### src/shared/pagpio_params.svh
/*
 Offsets, field positions, reset values and bus codes of the port A GPIO block.
 Assumes inclusion by bare name from the package and the design files.
*/
`ifndef PAGPIO_PARAMS_SVH
`define PAGPIO_PARAMS_SVH

`define PAGPIO_OFS_DATA 12'h000
`define PAGPIO_OFS_DIR 12'h004
`define PAGPIO_OFS_PULL 12'h008
`define PAGPIO_OFS_SLEW 12'h00C
`define PAGPIO_OFS_DRIVE 12'h010
`define PAGPIO_OFS_SC 12'h014
`define PAGPIO_OFS_PSEL 12'h018
`define PAGPIO_OFS_POL 12'h01C
`define PAGPIO_OFS_EVT 12'h020
`define PAGPIO_OFS_MASK 12'h024

`define PAGPIO_SC_FLAG 3
`define PAGPIO_SC_ACK 2
`define PAGPIO_SC_IE 1
`define PAGPIO_SC_MODE 0

`define PAGPIO_RST_BYTE 8'h00
`define PAGPIO_RST_WORD 32'h0000_0000
`define PAGPIO_RESP_OKAY 2'h0
`define PAGPIO_RESP_SLVERR 2'h2

`endif

### src/shared/pagpio_pkg.sv
/*
 Types and address decode of the port A GPIO block.
 Assumes the params header sits on the include path.
*/
`include "pagpio_params.svh"
package pagpio_pkg;

	typedef struct packed {
		logic [11:0] awaddr;
		logic awvalid;
		logic [31:0] wdata;
		logic [3:0] wstrb;
		logic wvalid;
		logic bready;
		logic [11:0] araddr;
		logic arvalid;
		logic rready;
	} pagpio_axil_req_type;

	typedef struct packed {
		logic awready;
		logic wready;
		logic bvalid;
		logic [1:0] bresp;
		logic arready;
		logic rvalid;
		logic [31:0] rdata;
		logic [1:0] rresp;
	} pagpio_axil_rsp_type;

	typedef enum logic [3:0] {
		PAGPIO_REG_DATA, PAGPIO_REG_DIR, PAGPIO_REG_PULL, PAGPIO_REG_SLEW,
		PAGPIO_REG_DRIVE, PAGPIO_REG_SC, PAGPIO_REG_PSEL, PAGPIO_REG_POL,
		PAGPIO_REG_EVT, PAGPIO_REG_MASK, PAGPIO_REG_NONE
	} pagpio_reg_type;

	typedef struct packed {
		logic wr;
		pagpio_reg_type wsel;
		logic [7:0] wdata;
		pagpio_reg_type rsel;
	} pagpio_acc_type;

	function automatic pagpio_reg_type pagpio_decode(input logic [11:0] addr);
		case (addr)
			`PAGPIO_OFS_DATA: return PAGPIO_REG_DATA;
			`PAGPIO_OFS_DIR: return PAGPIO_REG_DIR;
			`PAGPIO_OFS_PULL: return PAGPIO_REG_PULL;
			`PAGPIO_OFS_SLEW: return PAGPIO_REG_SLEW;
			`PAGPIO_OFS_DRIVE: return PAGPIO_REG_DRIVE;
			`PAGPIO_OFS_SC: return PAGPIO_REG_SC;
			`PAGPIO_OFS_PSEL: return PAGPIO_REG_PSEL;
			`PAGPIO_OFS_POL: return PAGPIO_REG_POL;
			`PAGPIO_OFS_EVT: return PAGPIO_REG_EVT;
			`PAGPIO_OFS_MASK: return PAGPIO_REG_MASK;
			default: return PAGPIO_REG_NONE;
		endcase
	endfunction : pagpio_decode

endpackage : pagpio_pkg

### src/rtl/pagpio_top.sv
/*
 Port A eight-pin GPIO with pin interrupt logic and an AXI4-Lite register file.
 Assumes pad cells that drive o_pin_out where o_pin_oe is high, apply the
 pull outputs, and return the pad level asynchronously on i_pin.
*/
// Summary of operation
// - Direction 0: driver off, read live pin
// - Direction 1: driver on, read latch
// - Pull enable bit turns input pull on
// - Output pins never get a pull
// - Pull-down only for selected high-polarity pins
// - Slew control acts on outputs only
// - Drive strength acts on outputs only
// - Flag bit 3 read-only, set on detection
// - Acknowledge bit 2 clears flag, reads 0
// - Request when flag and enable, or on an event bit whose mask bit is set
// - Mode bit 0: edges, or edges and levels
// - Pin select includes pin in detection
// - Polarity 0: falling/low, pull-up
// - Polarity 1: rising/high, pull-down
// - Edge is deasserted sample then asserted sample
// - Level mode: ack blocked while pin asserted
// - Data writes latch all bits, outputs drive
// - Reset: latch zero, inputs, pulls off
`timescale 1ns/1ps
`include "pagpio_params.svh"
module pagpio_top
	import pagpio_pkg::*;
(
	input wire logic i_sys_clk,
	input wire logic i_rstn,
	input wire pagpio_axil_req_type i_axil,
	output pagpio_axil_rsp_type o_axil,
	input wire logic [7:0] i_pin,
	output logic [7:0] o_pin_out,
	output logic [7:0] o_pin_oe,
	output logic [7:0] o_pull_enable,
	output logic [7:0] o_pull_down,
	output logic [7:0] o_slew_enable,
	output logic [7:0] o_drive_high,
	output logic o_irq
);

	typedef struct packed {
		logic [7:0] port_data_latch;
		logic [7:0] port_direction;
		logic [7:0] pull_enable;
		logic [7:0] slew_rate_enable;
		logic [7:0] drive_strength_select;
		logic pin_irq_flag;
		logic pin_irq_request_enable;
		logic pin_irq_detect_mode;
		logic [7:0] pin_irq_select;
		logic [7:0] pin_irq_polarity_select;
		logic [7:0] evt_status;
		logic [7:0] evt_mask;
		logic [7:0] sync1;
		logic [7:0] sync2;
		logic [7:0] sync_prev;
		logic [7:0] pin_out;
		logic [7:0] pin_oe;
		logic [7:0] pull_on;
		logic [7:0] pull_down;
		logic [7:0] slew_on;
		logic [7:0] drive_high;
		logic irq;
	} pagpio_top_state_type;

	pagpio_top_state_type st;
	pagpio_top_state_type next_st;
	pagpio_acc_type acc;
	logic [7:0] rd_byte;
	logic [7:0] lvl_now;
	logic [7:0] lvl_prev;
	logic [7:0] edge_hit;
	logic [7:0] detect;
	logic ack_wr;
	logic level_held;

	pagpio_axil u_axil (
		.i_sys_clk(i_sys_clk),
		.i_rstn(i_rstn),
		.i_axil(i_axil),
		.o_axil(o_axil),
		.o_acc(acc),
		.i_rdata(rd_byte)
	);

	// Level counts as asserted when it matches the polarity bit
	function automatic logic pin_asserted(input logic level, input logic pol);
		return level == pol;
	endfunction : pin_asserted

	// Per-pin detection works on the second sync stage and its delayed copy
	for (genvar i = 0; i < 8; i++) begin : g_pin
		assign lvl_now[i] = st.pin_irq_select[i] &&
			pin_asserted(st.sync2[i], st.pin_irq_polarity_select[i]);
		assign lvl_prev[i] = st.pin_irq_select[i] &&
			pin_asserted(st.sync_prev[i], st.pin_irq_polarity_select[i]);
		assign edge_hit[i] = lvl_now[i] && !lvl_prev[i];
		assign detect[i] = edge_hit[i] || (lvl_now[i] && st.pin_irq_detect_mode);
	end

	assign ack_wr = acc.wr && (acc.wsel == PAGPIO_REG_SC) && acc.wdata[`PAGPIO_SC_ACK];
	assign level_held = st.pin_irq_detect_mode && (|lvl_now);

	always_comb begin
		rd_byte = `PAGPIO_RST_BYTE;
		unique case (acc.rsel)
			PAGPIO_REG_DATA: rd_byte = (st.port_direction & st.port_data_latch) |
				(~st.port_direction & st.sync2);
			PAGPIO_REG_DIR: rd_byte = st.port_direction;
			PAGPIO_REG_PULL: rd_byte = st.pull_enable;
			PAGPIO_REG_SLEW: rd_byte = st.slew_rate_enable;
			PAGPIO_REG_DRIVE: rd_byte = st.drive_strength_select;
			PAGPIO_REG_SC: begin
				rd_byte[`PAGPIO_SC_FLAG] = st.pin_irq_flag;
				rd_byte[`PAGPIO_SC_ACK] = 1'b0;
				rd_byte[`PAGPIO_SC_IE] = st.pin_irq_request_enable;
				rd_byte[`PAGPIO_SC_MODE] = st.pin_irq_detect_mode;
			end
			PAGPIO_REG_PSEL: rd_byte = st.pin_irq_select;
			PAGPIO_REG_POL: rd_byte = st.pin_irq_polarity_select;
			PAGPIO_REG_EVT: rd_byte = st.evt_status;
			PAGPIO_REG_MASK: rd_byte = st.evt_mask;
			PAGPIO_REG_NONE: rd_byte = `PAGPIO_RST_BYTE;
		endcase
	end

	always_comb begin
		next_st = st;
		// Pin is asynchronous; only sync2 onward feeds logic
		next_st.sync1 = i_pin;
		next_st.sync2 = st.sync1;
		next_st.sync_prev = st.sync2;
		if (acc.wr) begin
			unique case (acc.wsel)
				PAGPIO_REG_DATA: next_st.port_data_latch = acc.wdata;
				PAGPIO_REG_DIR: next_st.port_direction = acc.wdata;
				PAGPIO_REG_PULL: next_st.pull_enable = acc.wdata;
				PAGPIO_REG_SLEW: next_st.slew_rate_enable = acc.wdata;
				PAGPIO_REG_DRIVE: next_st.drive_strength_select = acc.wdata;
				PAGPIO_REG_SC: begin
					// Flag position is ignored on writes
					next_st.pin_irq_request_enable = acc.wdata[`PAGPIO_SC_IE];
					next_st.pin_irq_detect_mode = acc.wdata[`PAGPIO_SC_MODE];
				end
				PAGPIO_REG_PSEL: next_st.pin_irq_select = acc.wdata;
				PAGPIO_REG_POL: next_st.pin_irq_polarity_select = acc.wdata;
				PAGPIO_REG_EVT: next_st.evt_status = st.evt_status & ~acc.wdata;
				PAGPIO_REG_MASK: next_st.evt_mask = acc.wdata;
				PAGPIO_REG_NONE: next_st.evt_mask = st.evt_mask;
			endcase
		end
		// In level mode, acknowledge only works once every asserted level has gone
		if (ack_wr && !level_held) begin
			next_st.pin_irq_flag = 1'b0;
		end
		// Set after clear, so an event in the ack cycle is kept
		if (|detect) begin
			next_st.pin_irq_flag = 1'b1;
		end
		next_st.evt_status = next_st.evt_status | detect;
		next_st.pin_out = next_st.port_data_latch;
		next_st.pin_oe = next_st.port_direction;
		next_st.pull_on = next_st.pull_enable & ~next_st.port_direction;
		next_st.pull_down = next_st.pull_on & next_st.pin_irq_select &
			next_st.pin_irq_polarity_select;
		next_st.slew_on = next_st.slew_rate_enable & next_st.port_direction;
		next_st.drive_high = next_st.drive_strength_select & next_st.port_direction;
		next_st.irq = (next_st.pin_irq_flag && next_st.pin_irq_request_enable) ||
			(|(next_st.evt_status & next_st.evt_mask));
	end

	always_ff @(posedge i_sys_clk or negedge i_rstn) begin
		if (!i_rstn) begin
			st <= '0;
		end else begin
			st <= next_st;
		end
	end

	assign o_pin_out = st.pin_out;
	assign o_pin_oe = st.pin_oe;
	assign o_pull_enable = st.pull_on;
	assign o_pull_down = st.pull_down;
	assign o_slew_enable = st.slew_on;
	assign o_drive_high = st.drive_high;
	assign o_irq = st.irq;
endmodule : pagpio_top

### src/rtl/pagpio_axil.sv
/*
 AXI4-Lite slave front end: turns bus transfers into register strobes.
 Assumes a master that keeps one write and one read in flight at most.
*/
`timescale 1ns/1ps
`include "pagpio_params.svh"
module pagpio_axil
	import pagpio_pkg::*;
(
	input wire logic i_sys_clk,
	input wire logic i_rstn,
	input wire pagpio_axil_req_type i_axil,
	output pagpio_axil_rsp_type o_axil,
	output pagpio_acc_type o_acc,
	input wire logic [7:0] i_rdata
);

	typedef struct packed {
		pagpio_axil_rsp_type rsp;
		pagpio_acc_type acc;
		logic aw_held;
		logic [11:0] aw_addr;
		logic w_held;
		logic [7:0] w_byte;
		logic w_lane0;
		logic ar_held;
	} pagpio_slv_state_type;

	pagpio_slv_state_type st;
	pagpio_slv_state_type next_st;

	always_comb begin
		next_st = st;
		next_st.acc.wr = 1'b0;
		if (st.rsp.awready && i_axil.awvalid) begin
			next_st.aw_held = 1'b1;
			next_st.aw_addr = i_axil.awaddr;
		end
		if (st.rsp.wready && i_axil.wvalid) begin
			next_st.w_held = 1'b1;
			next_st.w_byte = i_axil.wdata[7:0];
			next_st.w_lane0 = i_axil.wstrb[0];
		end
		if (st.rsp.bvalid && i_axil.bready) begin
			next_st.rsp.bvalid = 1'b0;
		end
		// Address and data may arrive in either order
		if (st.aw_held && st.w_held && !st.rsp.bvalid) begin
			next_st.aw_held = 1'b0;
			next_st.w_held = 1'b0;
			next_st.rsp.bvalid = 1'b1;
			next_st.acc.wsel = pagpio_decode(st.aw_addr);
			next_st.acc.wdata = st.w_byte;
			next_st.acc.wr = st.w_lane0 && (pagpio_decode(st.aw_addr) != PAGPIO_REG_NONE);
			next_st.rsp.bresp = (pagpio_decode(st.aw_addr) == PAGPIO_REG_NONE) ?
				`PAGPIO_RESP_SLVERR : `PAGPIO_RESP_OKAY;
		end
		if (st.rsp.rvalid && i_axil.rready) begin
			next_st.rsp.rvalid = 1'b0;
		end
		if (st.ar_held) begin
			next_st.ar_held = 1'b0;
			next_st.rsp.rvalid = 1'b1;
			next_st.rsp.rdata = {24'h00_0000, i_rdata};
			next_st.rsp.rresp = (st.acc.rsel == PAGPIO_REG_NONE) ?
				`PAGPIO_RESP_SLVERR : `PAGPIO_RESP_OKAY;
		end
		if (st.rsp.arready && i_axil.arvalid) begin
			next_st.ar_held = 1'b1;
			next_st.acc.rsel = pagpio_decode(i_axil.araddr);
		end
		// Ready flags are stored so that every bus output is a flop
		next_st.rsp.awready = !next_st.aw_held && !next_st.rsp.bvalid;
		next_st.rsp.wready = !next_st.w_held && !next_st.rsp.bvalid;
		next_st.rsp.arready = !next_st.ar_held && !next_st.rsp.rvalid;
	end

	always_ff @(posedge i_sys_clk or negedge i_rstn) begin
		if (!i_rstn) begin
			st <= '0;
			st.acc.wsel <= PAGPIO_REG_NONE;
			st.acc.rsel <= PAGPIO_REG_NONE;
			st.rsp.awready <= 1'b1;
			st.rsp.wready <= 1'b1;
			st.rsp.arready <= 1'b1;
		end else begin
			st <= next_st;
		end
	end

	assign o_axil = st.rsp;
	assign o_acc = st.acc;

endmodule : pagpio_axil

### config.mk
export PLATFORM = sky130hd
export DESIGN_NAME = pagpio_top
export DESIGN_NICKNAME = d
export VERILOG_FILES = /design/src/shared/pagpio_pkg.sv /design/src/rtl/pagpio_top.sv /design/src/rtl/pagpio_axil.sv
export VERILOG_INCLUDE_DIRS = /design/src /design/src/shared
export SDC_FILE = /design/constraint.sdc
export NUM_CORES = 1
export LEC_CHECK = 0
export ABC_AREA = 0
export BUFFER_PORTS_ARGS = -buffer_cell sky130_fd_sc_hd__buf_4
export CORE_UTILIZATION = 50
export CTS_CLUSTER_DIAMETER = 200
export DETAILED_ROUTE_END_ITERATION = 7
export PLACE_DENSITY = 0.74
export SLEW_MARGIN = 10
export SYNTH_ARGS = -nofsm -noshare
export SYNTH_HDL_FRONTEND = slang
export SYNTH_SLANG_ARGS = --single-unit
export TNS_END_PERCENT = 20
### constraint.sdc
create_clock -name i_sys_clk -period 2.15 [get_ports i_sys_clk]
set_input_delay 0.1075 -clock i_sys_clk [delete_from_list [all_inputs] [get_ports i_sys_clk]]
set_output_delay 0.1075 -clock i_sys_clk [all_outputs]
set_load 0.1 [all_outputs]
Word-level counts from Yosys, hierarchy flattened. Index checks and enable logic that the tools add are counted.

Input port bits: 75. Register bits after elaboration: 190.

Bitwise operators: 14. Reduce and logical (&&, ||, !) cells: 81. Equality and inequality tests: 55. Mux-type cells: 30.

Operators by type and width (count): 12-bit by 5-bit equality test with 1-bit output, second input constant (8); 4-bit one-hot mux with 10 select lines (2); 8-bit bitwise AND (9); 8-bit 2-to-1 mux (8); 12-bit by 4-bit equality test with 1-bit output, second input constant (4); 12-bit by 6-bit equality test with 1-bit output, second input constant (4); 1-bit logical AND (48); 4-bit one-hot mux with 11 select lines (1); 4-bit one-hot mux with 9 select lines (1); 35-bit 2-to-1 mux (1); 34-bit 2-to-1 mux (1); 4-bit by 3-bit equality test with 1-bit output, second input constant (8); 32-bit 2-to-1 mux (1); 13-bit 2-to-1 mux (2); 12-bit by 3-bit equality test with 1-bit output, second input constant (2); 4-bit equality test, second input constant (6); 12-bit logical NOT (2); 8-bit NOT (3); 8-bit OR reduction (3); 1-bit equality test (16); 4-bit by 2-bit equality test with 1-bit output, second input constant (4); 8-bit bitwise OR (2); 1-bit logical NOT (15); 10-bit 2-to-1 mux (1); 9 further kinds (28).

Depth between registers and ports, before layout.
Depth in word-level cells: 10. Depth in mapped cells: 8. Gate-level depth less buffers: 6.

Cells and area by module. A second synthesis with hierarchy kept.

Cells, all modules: 773. Area total of the unflattened synthesis: 8822.2 um^2.

Modules (own cells, without submodules): pagpio_top (cells each 546, area an instance 6192.2 um^2, instances 1); pagpio_axil (cells each 227, area an instance 2630.0 um^2, instances 1).

Least setup slack after synthesis. No wires, ideal clock.

Path kind: register to register. Start point: register, netlist name u_axil.o_acc[15]. End point: register st (netlist bit o_irq). Path slack: 0.115 ns. Clock period less this slack: 2.035 ns. Path buffers: 1. Stages on the path, launching flop included: 8. Data required time: 2.033 ns. Arrival time: 1.917 ns. Cells stage by stage: dfstp_2 or3b_1 buf_6 nor2_8 mux2_2 a22oi_1 and4b_1 nand2_1.

RTL lines: end signal: assignment (RTL line pagpio_top.sv:179) `st <= next_st;`; end: declaration (RTL line pagpio_top.sv:69) `pagpio_top_state_type st;`.

==> flow_summary.ini <==
[route]
post_drt_wl_per_cell_um = 17.6
via_count = 6009
antenna_left = 0
drc = 0
drt_iter0_markers = 627
drt_wl_total_um = 19800
dr.pass1.iters = 5
viasPerCell = 5.35

[yosys]
ys_seq_area_frac = 0.549
synth_largest_area_cell = dfrtp_1
async_flop_share = 1.00
synthTopCellsByCount = dfrtp_1 (181), buf_4 (89), mux2_2 (73)
yosysWarnings = 0
syn-cell-area_um2 = 8590
synth_area_leaders = dfrtp_1 (53%), mux2_2 (9.6%), buf_4 (7.8%), nand2_1 (2.4%), dfstp_2 (2.1%)
synth_ff_type = dfrtp_1
yosysMostFrequentCell = dfrtp_1
synth.distinct_cells = 58
synth_top_area_frac = 0.527
synth_edf_count = 0
syn_inst = 765
ys_ff_latch = 188
syn_avg_cell_area_um2 = 11.2

[timing]
hold_viol = 0
clock.fmax_mhz = 486
setup_viol = 0
holdWs_ns = 0.0203
setup_tns_ns = 0
finClkSkew_ns = 0.00927
finalCriticalPeriod_ns = 2.06
drv_slew = 0
fin_ws_ns = 0.0906
period_share = 0.958
rsz0062_at_grt = yes

[place]
io_buffers = 111
dpl_cell_area_um2 = 9420
finalWeightedCongestion = 0.896
dp.cells = 1052
hpwl_um = 13900
dp_worst_setup_slack_ns = 0.0196

[final_layout]
stdcell_count = 1123
utilization = 0.625
num-fill-cells = 1314
syn_to_final_growth_pct = 21.5
layout-drive-gt1-share = 0.319
final_cell_area_um2 = 10400
nNetsFinal = 965
diodes = 0

[floorplan]
die_h_um = 133
die_area_um2 = 17700
core_area_um2 = 16700
start_util = 0.514
rows = 47
ios = 165
die_w_um = 133

[worst_setup_path]
critical_path_arrival_ns = 2.39
reg2regPathDepth = 6
worstPathMaxFanout = 8
crit_end = o_irq$_DFF_PN0_
start_kind = flip-flop
rr_endpoint = o_irq$_DFF_PN0_
rrSetupSlack_ns = 0.09
endpoint_kind = flip-flop
regToRegStartpoint = u_axil.o_acc[15]$_DFFE_PN1P_
crit_type = reg -> reg
cp.required_ns = 2.48
cp-startpoint = u_axil.o_acc[15]$_DFFE_PN1P_

[pwr]
total_power_mw = 9.06
power_density_nw_per_um2 = 868
power_leakage_nw = 5.04
ir_worst_vdd_mv = 0.917

[global_routing]
grt_overflow = 0
grt_pass1_vias = 5964
antenna_found_initial = 0
grt_util_all_layers = 0.237
grt_pass1_wl_um = 32000
grt_max_degree = 60

[cts]
clockBufferDepth = 2
numCtsBuffers = 17
cts_tree = yes
clk_latency_ns = 0.44
cts_max_level = 4
post_cts_buffers = 0
clk_pin_slew_worst_paths_ns = 0.07
root_buffer = clkbuf_16
cts_sinks = 188

[run]
max_cap_viol_count = 0

[run_status]
status = finished, final reports clean

[hold_path]
hp-class = in -> reg
worst min path at each step:
stage,startpoint,endpoint,slack (ns),depth (start not counted)
final,i_axil[2],u_axil.o_acc[0]$_DFFE_PN0P_,0.02,4
after detailed placement,i_rstn,o_pin_out[3]$_DFFE_PN0P_,0.12,1
after global placement,i_rstn,o_pull_down[3]$_DFF_PN0_,0.11,1
after global routing,i_axil[2],u_axil.o_acc[1]$_DFFE_PN1P_,0.05,3
after floorplan,i_rstn,next_st[49]$_DFF_PN0_,-0.19,0
after CTS,i_axil[2],u_axil.o_acc[0]$_DFFE_PN0P_,0.002,4
power by group:
group	internal (mW)	leakage (nW)	total [mW]	switching [mW]
clock network	1.67	0.295	3.17	1.50
registers	3.93	2.47	4.30	0.370
logic	0.523	2.28	1.59	1.07
layout make-up:
class	count	area [µm²]	share of cell area
clock inverters	15	175	0.0168
clock buffers	17	425	0.0408
multi-input cells	446	3040	0.292
flip-flops and latches	188	4710	0.452
repair buffers	201	1660	0.159
inverters	36	135	0.0130
well taps	220	275	0.0264
critical path: stages, from the launching register on:
cell     delay [ns]
dfstp_2        0.54
or3b_4         0.43
nor2_8         0.18
mux2_2         0.38
a22oi_2        0.17
and4b_1        0.20
nand2_1        0.05
metal layers:
layer / GRT usage / part of all wire / wire (µm) / up-vias
met5: 0 / 0 / 0 / -
met4: 0.0798 / 0.018 / 359 / 0
met3: 0.0510 / 0.057 / 1130 / 28
met2: 0.373 / 0.48 / 9580 / 215
met1: 0.326 / 0.44 / 8740 / 2986
li1: - / - / - / 2780
cell usage in the layout (no fill, tap or decap), types with 20 or more instances in the layout:
cell	netlist	final
a21oi_1	23	23
buf_4	89	157
dfrtp_1	181	180
mux2_2	73	73
nor2_1	42	42
inv_1	36	36
conb_1	1	26
o21ai_0	35	35
dlygate4sd3_1	0	39
o22ai_1	20	20
nand2_1	54	54
flip-flops by register name (all words and copies together), names as in the netlist:
name	cells
o_pin_out	8
u_axil.st	24
next_st	16
o_pull_enable	8
o_irq	1
o_pin_oe	8
o_pull_down	8
u_axil.o_acc	17
st	67
o_slew_enable	8
u_axil.o_axil	15
o_drive_high	8
kinds of logic after synthesis:
kind of cell	synth area share
buffers and inverters	0.110
other	0.000437
flip-flops	0.549
XOR/XNOR	0.0153
AO/OA/AOI/OAI	0.102
multiplexers	0.117
AND/OR/NAND/NOR	0.107
what timing repair did:
| item | CTS | global route |
|---|---|---|
| hold buffers | 39 | 0 |
| resized for setup | 1 | 5 |
| endpoints found under the setup margin | 1 | 6 |
| endpoints found under the hold margin | 93 | 0 |
(Power assumes the default switching activity.)
